## src/pkg/image_trigger_gate_defs.svh

```systemverilog
/*
  Register offsets, field positions, reset values and timing counts for the
  image trigger gate. Assumes a 32-bit APB slave with word-aligned registers.
*/
`ifndef IMAGE_TRIGGER_GATE_DEFS_SVH
`define IMAGE_TRIGGER_GATE_DEFS_SVH

// register byte offsets
`define ITG_CTRL_OFS        8'h00
`define ITG_SERIES_LEN_OFS  8'h04
`define ITG_FREE_PERIOD_OFS 8'h08
`define ITG_PULSES_OFS      8'h0c
`define ITG_STATUS_OFS      8'h10
`define ITG_SERIES_CNT_OFS  8'h14

// control fields
`define ITG_CTRL_RUN_BIT    0
`define ITG_CTRL_GATE_BIT   1
`define ITG_CTRL_LEVEL_BIT  2
`define ITG_CTRL_ENC_BIT    3

// status fields
`define ITG_STAT_RUN_BIT    0
`define ITG_STAT_SERIES_BIT 1
`define ITG_STAT_TRIG_BIT   2
`define ITG_STAT_REFUSE_BIT 3
`define ITG_STAT_CNT_LSB    16

// reset values
`define ITG_SERIES_LEN_RST  16'h0064
`define ITG_PULSES_RST      16'h0001

// free-running profile period: 100 us at 100 MHz
`define ITG_CLK_MHZ         100
`define ITG_FREE_PERIOD_US  100
`define ITG_FREE_PERIOD_CYC (`ITG_FREE_PERIOD_US * `ITG_CLK_MHZ)

`endif

```

## src/pkg/image_trigger_gate_pkg.sv

```systemverilog
/*
  Types shared by the image trigger gate modules.
  Assumes the constants header is compiled alongside.
*/
package image_trigger_gate_pkg;

  typedef enum logic [1:0] {
    st_stop,
    st_wait,
    st_series
  } gate_state_e;

  typedef enum logic {
    pace_free,
    pace_encoder
  } pace_src_e;

endpackage : image_trigger_gate_pkg

```

## src/hdl/image_trigger_gate.sv

```systemverilog
/*
  Image trigger gate: starts series of profiles from an external image trigger,
  paces profiles inside a series, and exposes control and status over APB.
  Assumes image_trigger and encoder_pulse are asynchronous single-ended levels
  and an APB master that holds each request until pready.
*/
// Added by the designer: the APB slave port and the register offsets.
`timescale 1ns/10ps
`include "image_trigger_gate_defs.svh"

// Summary of operation
// - With gating off, series follow one another without looking at the trigger.
// - With gating on, a started series that is not stopped runs exactly the set number of profiles, or one profile if that number is zero.
// - Profiles inside a series are paced by the free-running timer or the encoder.
// - In edge start, a series begins only on a rising trigger edge.
// - In edge start, rising edges during an unfinished series are ignored.
// - In edge start, after a series the gate idles until a new rising edge.
// - In level start, a new series begins whenever the trigger is high.
// - In level start, the first series after starting needs a rising edge too.
// - Configuration is locked while acquisition runs.
// - In encoder pacing, pulses are counted up to the set count, then a trigger and a clear.
module image_trigger_gate #(
  parameter int LEN_W = 16,
  parameter int PERIOD_W = 32,
  parameter int PULSE_W = 16,
  parameter logic [31:0] FREE_PERIOD_RST = 32'(`ITG_FREE_PERIOD_CYC)
) (
  input wire logic clock,
  input wire logic resetn,
  input wire logic psel,
  input wire logic penable,
  input wire logic pwrite,
  input wire logic [7:0] paddr,
  input wire logic [31:0] pwdata,
  output logic [31:0] prdata,
  output logic pready,
  output logic pslverr,
  input wire logic image_trigger,
  input wire logic encoder_pulse,
  output logic profile_trigger,
  output logic series_active,
  output logic series_done
);

  generate
    if (LEN_W < 1 || LEN_W > 16 || PERIOD_W < 2 || PERIOD_W > 32) begin : g_bad
      $error("image_trigger_gate parameter out of range");
    end
    if (PULSE_W < 1 || PULSE_W > 16) begin : g_bad_pulse
      $error("image_trigger_gate pulse width out of range");
    end
  endgenerate

  // configuration and control registers
  logic run_r;
  logic gate_en_r;
  logic edge_start_mode_r;
  logic level_start_mode_r;
  image_trigger_gate_pkg::pace_src_e pace_src_r;
  logic [LEN_W-1:0] series_len_r;
  logic [PERIOD_W-1:0] free_period_r;
  logic [PULSE_W-1:0] pulses_r;
  logic refused_r;
  logic [31:0] series_cnt_r;

  // sequencing state
  image_trigger_gate_pkg::gate_state_e state_r;
  image_trigger_gate_pkg::gate_state_e state_nxt;
  logic first_r;
  logic [LEN_W-1:0] prof_cnt_r;

  // bus pipeline
  logic pready_r;
  logic pslverr_r;
  logic [31:0] prdata_r;

  // synchronised inputs
  logic [1:0] sync_level;
  logic [1:0] sync_rise;
  logic trig_level;
  logic trig_rise;
  logic enc_rise;
  logic pace_tick;

  trigger_sync #(
    .WIDTH(2)
  ) u_sync (
    .clock(clock),
    .resetn(resetn),
    .din({encoder_pulse, image_trigger}),
    .level(sync_level),
    .rise(sync_rise)
  );

  assign trig_level = sync_level[0];
  assign trig_rise = sync_rise[0];
  assign enc_rise = sync_rise[1];

  wire in_series = (state_r == image_trigger_gate_pkg::st_series);

  profile_pacer #(
    .PERIOD_W(PERIOD_W),
    .PULSE_W(PULSE_W)
  ) u_pacer (
    .clock(clock),
    .resetn(resetn),
    .enable(in_series),
    .src(pace_src_r),
    .period(free_period_r),
    .pulses(pulses_r),
    .enc_rise(enc_rise),
    .tick(pace_tick)
  );

  // address decode; the write commits only at the edge where pready is seen
  wire access = psel && penable;
  wire commit = access && pready_r;
  wire wr_commit = commit && pwrite;
  wire sel_ctrl = (paddr == `ITG_CTRL_OFS);
  wire sel_len = (paddr == `ITG_SERIES_LEN_OFS);
  wire sel_period = (paddr == `ITG_FREE_PERIOD_OFS);
  wire sel_pulses = (paddr == `ITG_PULSES_OFS);
  wire sel_status = (paddr == `ITG_STATUS_OFS);
  wire sel_scnt = (paddr == `ITG_SERIES_CNT_OFS);
  wire mapped = sel_ctrl || sel_len || sel_period || sel_pulses || sel_status || sel_scnt;

  // parameters are frozen while the gate is not stopped
  wire cfg_open = (state_r == image_trigger_gate_pkg::st_stop) && !run_r;
  wire wr_ctrl = wr_commit && sel_ctrl;
  wire wr_cfg_ctrl = wr_ctrl && cfg_open;
  wire wr_len = wr_commit && sel_len && cfg_open;
  wire wr_period = wr_commit && sel_period && cfg_open;
  wire wr_pulses = wr_commit && sel_pulses && cfg_open;
  wire cfg_touch = wr_commit && (sel_len || sel_period || sel_pulses);
  wire ctrl_changes = wr_ctrl && ((pwdata[`ITG_CTRL_GATE_BIT] != gate_en_r) ||
    (pwdata[`ITG_CTRL_LEVEL_BIT] != level_start_mode_r) ||
    (pwdata[`ITG_CTRL_ENC_BIT] != pace_src_r));
  wire refuse_evt = !cfg_open && (cfg_touch || ctrl_changes);
  wire refuse_clr = wr_commit && sel_status && pwdata[`ITG_STAT_REFUSE_BIT];

  // series length of zero is served as one profile
  wire [LEN_W-1:0] len_last = (series_len_r == '0) ? '0 : series_len_r - 1'b1;
  wire last_profile = in_series && pace_tick && (prof_cnt_r >= len_last);

  // start decision while waiting
  wire level_go = first_r ? (trig_rise && trig_level) : trig_level;
  wire start_go = !gate_en_r || (edge_start_mode_r ? trig_rise : level_go);
  // restart straight from the end of a series
  wire restart = !gate_en_r || (level_start_mode_r && trig_level);

  always_comb begin
    state_nxt = state_r;
    unique case (state_r)
      image_trigger_gate_pkg::st_stop: begin
        if (run_r) begin
          state_nxt = image_trigger_gate_pkg::st_wait;
        end
      end
      image_trigger_gate_pkg::st_wait: begin
        if (!run_r) begin
          state_nxt = image_trigger_gate_pkg::st_stop;
        end else if (start_go) begin
          state_nxt = image_trigger_gate_pkg::st_series;
        end
      end
      image_trigger_gate_pkg::st_series: begin
        // stopping aborts a partial series; edges here are not looked at
        if (!run_r) begin
          state_nxt = image_trigger_gate_pkg::st_stop;
        end else if (last_profile) begin
          state_nxt = restart ? image_trigger_gate_pkg::st_series
                              : image_trigger_gate_pkg::st_wait;
        end
      end
    endcase
  end

  always_ff @(posedge clock) begin
    if (!resetn) begin
      state_r <= image_trigger_gate_pkg::st_stop;
    end else begin
      state_r <= state_nxt;
    end
  end

  // first series after a start needs an edge even in level mode
  always_ff @(posedge clock) begin
    if (!resetn) begin
      first_r <= 1'b1;
    end else if (state_r == image_trigger_gate_pkg::st_stop) begin
      first_r <= 1'b1;
    end else if (state_nxt == image_trigger_gate_pkg::st_series) begin
      first_r <= 1'b0;
    end
  end

  always_ff @(posedge clock) begin
    if (!resetn) begin
      prof_cnt_r <= '0;
    end else if (!in_series || last_profile) begin
      prof_cnt_r <= '0;
    end else if (pace_tick) begin
      prof_cnt_r <= prof_cnt_r + 1'b1;
    end
  end

  always_ff @(posedge clock) begin
    if (!resetn) begin
      series_cnt_r <= '0;
    end else if (last_profile) begin
      series_cnt_r <= series_cnt_r + 32'h0000_0001;
    end
  end

  // run bit is always writable so software can stop acquisition
  always_ff @(posedge clock) begin
    if (!resetn) begin
      run_r <= 1'b0;
    end else if (wr_ctrl) begin
      run_r <= pwdata[`ITG_CTRL_RUN_BIT];
    end
  end

  always_ff @(posedge clock) begin
    if (!resetn) begin
      gate_en_r <= 1'b0;
      level_start_mode_r <= 1'b0;
      pace_src_r <= image_trigger_gate_pkg::pace_free;
    end else if (wr_cfg_ctrl) begin
      gate_en_r <= pwdata[`ITG_CTRL_GATE_BIT];
      level_start_mode_r <= pwdata[`ITG_CTRL_LEVEL_BIT];
      pace_src_r <= image_trigger_gate_pkg::pace_src_e'(pwdata[`ITG_CTRL_ENC_BIT]);
    end
  end

  assign edge_start_mode_r = !level_start_mode_r;

  // software is expected to keep the length at 100 or more to spare the host
  always_ff @(posedge clock) begin
    if (!resetn) begin
      series_len_r <= LEN_W'(`ITG_SERIES_LEN_RST);
    end else if (wr_len) begin
      series_len_r <= pwdata[LEN_W-1:0];
    end
  end

  always_ff @(posedge clock) begin
    if (!resetn) begin
      free_period_r <= FREE_PERIOD_RST[PERIOD_W-1:0];
    end else if (wr_period) begin
      free_period_r <= pwdata[PERIOD_W-1:0];
    end
  end

  always_ff @(posedge clock) begin
    if (!resetn) begin
      pulses_r <= PULSE_W'(`ITG_PULSES_RST);
    end else if (wr_pulses) begin
      pulses_r <= pwdata[PULSE_W-1:0];
    end
  end

  // sticky refusal flag; a new refusal wins over a clear in the same cycle
  always_ff @(posedge clock) begin
    if (!resetn) begin
      refused_r <= 1'b0;
    end else if (refuse_evt) begin
      refused_r <= 1'b1;
    end else if (refuse_clr) begin
      refused_r <= 1'b0;
    end
  end

  // read data mux
  logic [31:0] ctrl_rd;
  logic [31:0] status_rd;
  logic [31:0] rd_mux;

  always_comb begin
    ctrl_rd = '0;
    ctrl_rd[`ITG_CTRL_RUN_BIT] = run_r;
    ctrl_rd[`ITG_CTRL_GATE_BIT] = gate_en_r;
    ctrl_rd[`ITG_CTRL_LEVEL_BIT] = level_start_mode_r;
    ctrl_rd[`ITG_CTRL_ENC_BIT] = (pace_src_r == image_trigger_gate_pkg::pace_encoder);
    status_rd = '0;
    status_rd[`ITG_STAT_RUN_BIT] = (state_r != image_trigger_gate_pkg::st_stop);
    status_rd[`ITG_STAT_SERIES_BIT] = in_series;
    status_rd[`ITG_STAT_TRIG_BIT] = trig_level;
    status_rd[`ITG_STAT_REFUSE_BIT] = refused_r;
    status_rd[`ITG_STAT_CNT_LSB +: LEN_W] = prof_cnt_r;
  end

  assign rd_mux = sel_ctrl ? ctrl_rd :
                  sel_len ? 32'(series_len_r) :
                  sel_period ? 32'(free_period_r) :
                  sel_pulses ? 32'(pulses_r) :
                  sel_status ? status_rd :
                  sel_scnt ? series_cnt_r : 32'h0000_0000;

  // one wait state: pready rises in the second access cycle
  always_ff @(posedge clock) begin
    if (!resetn) begin
      pready_r <= 1'b0;
    end else begin
      pready_r <= access && !pready_r;
    end
  end

  always_ff @(posedge clock) begin
    if (!resetn) begin
      pslverr_r <= 1'b0;
      prdata_r <= '0;
    end else begin
      pslverr_r <= access && !pready_r && !mapped;
      prdata_r <= (access && !pready_r && !pwrite) ? rd_mux : 32'h0000_0000;
    end
  end

  assign prdata = prdata_r;
  assign pready = pready_r;
  assign pslverr = pslverr_r;

  // outputs registered to keep them glitch free at the pins
  logic profile_trigger_r;
  logic series_active_r;
  logic series_done_r;

  always_ff @(posedge clock) begin
    if (!resetn) begin
      profile_trigger_r <= 1'b0;
      series_active_r <= 1'b0;
      series_done_r <= 1'b0;
    end else begin
      profile_trigger_r <= in_series && pace_tick;
      series_active_r <= (state_nxt == image_trigger_gate_pkg::st_series);
      series_done_r <= last_profile;
    end
  end

  assign profile_trigger = profile_trigger_r;
  assign series_active = series_active_r;
  assign series_done = series_done_r;

endmodule : image_trigger_gate

```

## src/hdl/profile_pacer.sv

```systemverilog
/*
  Profile pacing: a free-running interval timer or an encoder pulse counter.
  Emits a one-cycle tick per profile while enabled; state clears when disabled.
*/
`timescale 1ns/10ps
module profile_pacer #(
  parameter int PERIOD_W = 32,
  parameter int PULSE_W = 16
) (
  input wire logic clock,
  input wire logic resetn,
  input wire logic enable,
  input wire image_trigger_gate_pkg::pace_src_e src,
  input wire logic [PERIOD_W-1:0] period,
  input wire logic [PULSE_W-1:0] pulses,
  input wire logic enc_rise,
  output logic tick
);

  logic [PERIOD_W-1:0] time_r;
  logic [PULSE_W-1:0] enc_r;
  logic [PERIOD_W-1:0] period_last;
  logic [PULSE_W-1:0] pulses_last;
  logic time_hit;
  logic enc_hit;
  logic is_enc;

  generate
    if (PERIOD_W < 2 || PULSE_W < 1) begin : g_bad
      $error("profile_pacer widths too small");
    end
  endgenerate

  // a zero setting behaves as one, so the pacer can never stall
  assign period_last = (period == '0) ? '0 : period - 1'b1;
  assign pulses_last = (pulses == '0) ? '0 : pulses - 1'b1;
  assign is_enc = (src == image_trigger_gate_pkg::pace_encoder);
  assign time_hit = !is_enc && (time_r >= period_last);
  assign enc_hit = is_enc && enc_rise && (enc_r >= pulses_last);

  always_ff @(posedge clock) begin
    if (!resetn || !enable) begin
      time_r <= '0;
    end else if (time_hit) begin
      time_r <= '0;
    end else if (!is_enc) begin
      time_r <= time_r + 1'b1;
    end
  end

  always_ff @(posedge clock) begin
    if (!resetn || !enable) begin
      enc_r <= '0;
    end else if (enc_hit) begin
      enc_r <= '0;
    end else if (is_enc && enc_rise) begin
      enc_r <= enc_r + 1'b1;
    end
  end

  always_ff @(posedge clock) begin
    if (!resetn) begin
      tick <= 1'b0;
    end else begin
      tick <= enable && (time_hit || enc_hit);
    end
  end

endmodule : profile_pacer

```

## src/hdl/trigger_sync.sv

```systemverilog
/*
  Two-flop synchroniser with rising-edge detection, one lane per input bit.
  Assumes a single clock and synchronous active-low reset.
*/
`timescale 1ns/10ps
module trigger_sync #(
  parameter int WIDTH = 2
) (
  input wire logic clock,
  input wire logic resetn,
  input wire logic [WIDTH-1:0] din,
  output logic [WIDTH-1:0] level,
  output logic [WIDTH-1:0] rise
);

  logic [WIDTH-1:0] meta_r;
  logic [WIDTH-1:0] sync_r;
  logic [WIDTH-1:0] prev_r;

  generate
    if (WIDTH < 1) begin : g_bad
      $error("trigger_sync needs at least one lane");
    end
    for (genvar i = 0; i < WIDTH; i++) begin : g_lane
      always_ff @(posedge clock) begin
        if (!resetn) begin
          meta_r[i] <= 1'b0;
          sync_r[i] <= 1'b0;
          prev_r[i] <= 1'b0;
        end else begin
          meta_r[i] <= din[i];
          sync_r[i] <= meta_r[i];
          prev_r[i] <= sync_r[i];
        end
      end
      // edge taken from the settled samples only, never from meta_r
      assign rise[i] = sync_r[i] & ~prev_r[i];
      assign level[i] = sync_r[i];
    end
  endgenerate

endmodule : trigger_sync

```

## config.mk

```make
export PLATFORM = sky130hd
export DESIGN_NAME = image_trigger_gate
export DESIGN_NICKNAME = d
export VERILOG_FILES = /design/src/pkg/image_trigger_gate_pkg.sv /design/src/hdl/image_trigger_gate.sv /design/src/hdl/profile_pacer.sv /design/src/hdl/trigger_sync.sv
export VERILOG_INCLUDE_DIRS = /design/src /design/src/pkg
export SDC_FILE = /design/constraint.sdc
export NUM_CORES = 1
export LEC_CHECK = 0
export ABC_AREA = 1
export BUFFER_PORTS_ARGS = -buffer_cell sky130_fd_sc_hd__buf_2
export CORE_UTILIZATION = 67
export CTS_BUF_LIST = sky130_fd_sc_hd__clkbuf_16
export DETAILED_ROUTE_END_ITERATION = 12
export PLACE_DENSITY = 0.85
export SLEW_MARGIN = 0
export SYNTH_ARGS = -nofsm -noshare
export SYNTH_HDL_FRONTEND = slang
export SYNTH_HIERARCHICAL = 1
export SYNTH_SLANG_ARGS = --single-unit
```

## constraint.sdc

```tcl
create_clock -name clock -period 5.9 [get_ports clock]
set_clock_uncertainty 0.2 [all_clocks]
set_input_delay 1.18 -clock clock [delete_from_list [all_inputs] [get_ports clock]]
set_output_delay 1.18 -clock clock [all_outputs]
set_load 0.01 [all_outputs]
```

==> reports/metrics.yaml <==
run_status:
  status: "finished, final reports clean"
placed_design:
  pre_cts_ws_ns: 1.62
  place_area_um2: 13700
  routabilityCongestion: 0.978
  hpwlAfterDp_mm: 27.9
  numPortBuffers: 83
setup_path:
  cp_max_fo: 33
  worst-r2r-cell-count: 21
  crit_path_max_incr_delay_ns: 0.70
  reg2reg_from: "series_len_r[2]$_SDFFE_PN1P_"
  cp_top_family: "simple AND/OR/NAND/NOR gates"
  cp_data_required_time_ns: 6.17
  critPathMostFrequentCell: "nand2_1"
  crit_arrival_ns: 4.59
  cp-end-kind: "register"
  cp_slowest_cell: "inv_1"
  start_kind: "register"
  cp_num_cells: 21
  r2r_end: "series_cnt_r[10]$_SDFFE_PN0N_"
  critPathKind: "register to register"
  path_buf_inv: 4
  ff2ff_setup_slack_ns: 1.58
  crit_path_cell_trace: "inv_1 -> nand3_1 -> nor3_1 -> nand2_1 -> inv_1 -> nand2_1 -> inv_1 -> nand2_1 -> nor3_2 -> xor2_1 -> nand2_1 -> ha_1 -> nand2_1 -> nor3_1 -> nand2_1 -> nand2_1 -> nand2_2 -> inv_1 -> nand4_1 -> or2_0 -> a21oi_1"
yosys:
  synth_edf_count: 0
  ys_seq_area_frac: 0.321
  syn-cell-area_um2: 13200
  synthTopCellsByArea: "dfxtp_1 32%, nand2_1 11%, nor2_1 8.6%, ha_1 7.2%, inv_1 6.0%"
  async_reset_ff_frac: 0
  syn_nets: 2042
  syn_inst: 1919
  syn_avg_cell_area_um2: 6.89
  yosysTopAreaCellShare: 0.321
  yosysWarnings: 6
  yosys_most_used_dff: "dfxtp_1"
  yosysMostFrequentCell: "nand2_1"
  ys_ff_latch: 212
  yosys.area.top_type: "dfxtp_1"
  synth.distinct_cells: 59
  yosys-top-cells-count: "393 x nand2_1, 304 x nor2_1, 212 x dfxtp_1, 212 x inv_1, 129 x a21oi_1"
cts:
  holdBufCountCts: 0
  cts-resized-gates: 0
  cts_tree: "done"
  cts_made_buffers: 24
  clockBufferDepth: 3
  cts_setup_buffers: 0
  clockRootBuffer: "clkbuf_16"
  path_clk_slew_ns: 0.06
  insertion_delay_ns: 0.54
  htree_num_levels: 1
  numClockSinks: 212
cells_and_area:
  nFillCells: 1634
  post-route-cell-area_um2: 14500
  multiInputGateArea_um2: 7860
  post-route-util: 0.746
  nets: 2104
  area_delta_synth_final_pct: 9.51
  seq_area_um2: 4240
  drive_gt1_frac: 0.107
  num_antenna_cells: 0
routing:
  vias: 12900
  routed_wl_mm: 36.5
  avgViaCountPerCell: 5.71
  dr.first_iter.drc_count: 1112
  dr.pass1.iters: 5
  wire_per_inst_um: 16.1
  drc: 0
  antenna_left: 0
run:
  maxCapViolations: 0
min_path:
  worstHoldPathType: "register to register"
  hold_start: "u_sync/meta_r[0]$_SDFF_PN0_"
  hold_end: "u_sync/level[0]$_SDFF_PN0_"
  whs_path_depth: 2
die:
  rows: 51
  die_y_um: 142
  start_util: 0.682
  core_um2: 19400
  ios: 84
  dieArea_um2: 20300
  fp.dieW_um: 142
sta:
  period_share: 0.732
  fmax_mhz: 232
  hold_violations: 0
  maxSlewViolCount: 0
  holdWs_ns: 0.216
  period_minus_slack_ns: 4.32
  fin_ws_ns: 1.58
  worst_pin_slew_ns: 1.33
  tns_ns: 0
  max_slew_margin: 0.107
  rsz0062_at_grt: "no"
  setup_violations: 0
grt:
  grt_pass1_wl_mm: 58.3
  grt_pass1_vias: 11900
  grt_max_degree: 49
  grtUsageTotal: 0.362
  antenna_found_initial: 1
  overflow: 0
power:
  total_leakage_power_nw: 6.15
  ir_drop_mv: 0.274
  cellPowerDensity_nw_per_um2: 203
where the power goes:
part	switching, W	internal, W	total [W]
sequential	0.00000116	0.00143	0.00143
combinational	0.0000489	0.0000210	0.0000699
clock	0.000637	0.000796	0.00143
total	0.000687	0.00225	0.00294
flip-flops by register name, indices dropped and copies added, names as in the netlist, 2 cells and up:
register,flops
u_sync/meta_r,2
series_len_r,16
free_period_r,32
u_sync/level,2
u_sync/prev_r,2
prof_cnt_r,16
state_r,2
u_pacer/time_r,32
pulses_r,16
series_cnt_r,32
prdata,32
u_pacer/enc_r,16
area by class of cell:
| cell class | instances | area share |
|---|---|---|
| clock buffer | 24 | 0.0415 |
| clock inverter | 20 | 0.0105 |
| inverter | 222 | 0.0581 |
| multi-input combinational | 1434 | 0.543 |
| sequential | 212 | 0.293 |
| tap | 265 | 0.0229 |
| timing repair buffer | 87 | 0.0308 |
cell families (layout without fill, tap and decap cells):
family | count (synthesis) | count (layout) | synth area share
flip-flops | 212 | 212 | 0.321
buffers and inverters | 273 | 353 | 0.0842
multiplexers | 8 | 8 | 0.00606
AO/OA/AOI/OAI | 308 | 308 | 0.134
adder cells (fa/ha/maj) | 76 | 76 | 0.0719
XOR/XNOR | 90 | 90 | 0.0596
AND/OR/NAND/NOR | 952 | 952 | 0.323
worst min-delay path, delay by kind of cell (launching register included):
family,cells,cell delay [ns]
buffers and inverters,1,0.04
AND/OR/NAND/NOR,1,0.05
flip-flops,1,0.31
through the flow:
stage | instances | total power [W]
after global routing | 2264 | 0.00301
after floorplan | 1919 | 0.00150
after global placement | 2220 | 0.00153
after detailed placement | 2220 | 0.00153
after CTS | 2264 | 0.00295
final | 2264 | 0.00294
cell usage in the layout, fill, tap and decap left out, types with 44 or more instances in the layout:
cell type    n
buf_2       83
nor3_1      44
nand3_1     83
inv_1      214
o21ai_0    103
ha_1        76
a21oi_1    129
xor2_1      67
nand2_1    393
nor2_1     304
dfxtp_1    212
how the worst max path moves through the flow:
stage                                    endpoint  slack, ns                          from
finish              series_cnt_r[10]$_SDFFE_PN0N_       1.58  series_len_r[2]$_SDFFE_PN1P_
detailed placement  series_cnt_r[10]$_SDFFE_PN0N_       1.62  series_len_r[2]$_SDFFE_PN1P_
global route        series_cnt_r[10]$_SDFFE_PN0N_       0.97  series_len_r[2]$_SDFFE_PN1P_
floorplan            series_cnt_r[5]$_SDFFE_PN0N_       2.83  series_len_r[0]$_SDFFE_PN0P_
global placement    series_cnt_r[10]$_SDFFE_PN0N_       1.73  series_len_r[0]$_SDFFE_PN0P_
CTS                 series_cnt_r[10]$_SDFFE_PN0N_       1.59  series_len_r[2]$_SDFFE_PN1P_
layer usage:
metal  wire length (um)  vias up  global-route usage
li1                   -     6417                   -
met1              15000     5871               0.445
met2              16900      511               0.622
met3               2830      129              0.0569
met4               1760        0               0.166
met5                  0        -                   0
Note: power is estimated with default switching activity, not from simulation.
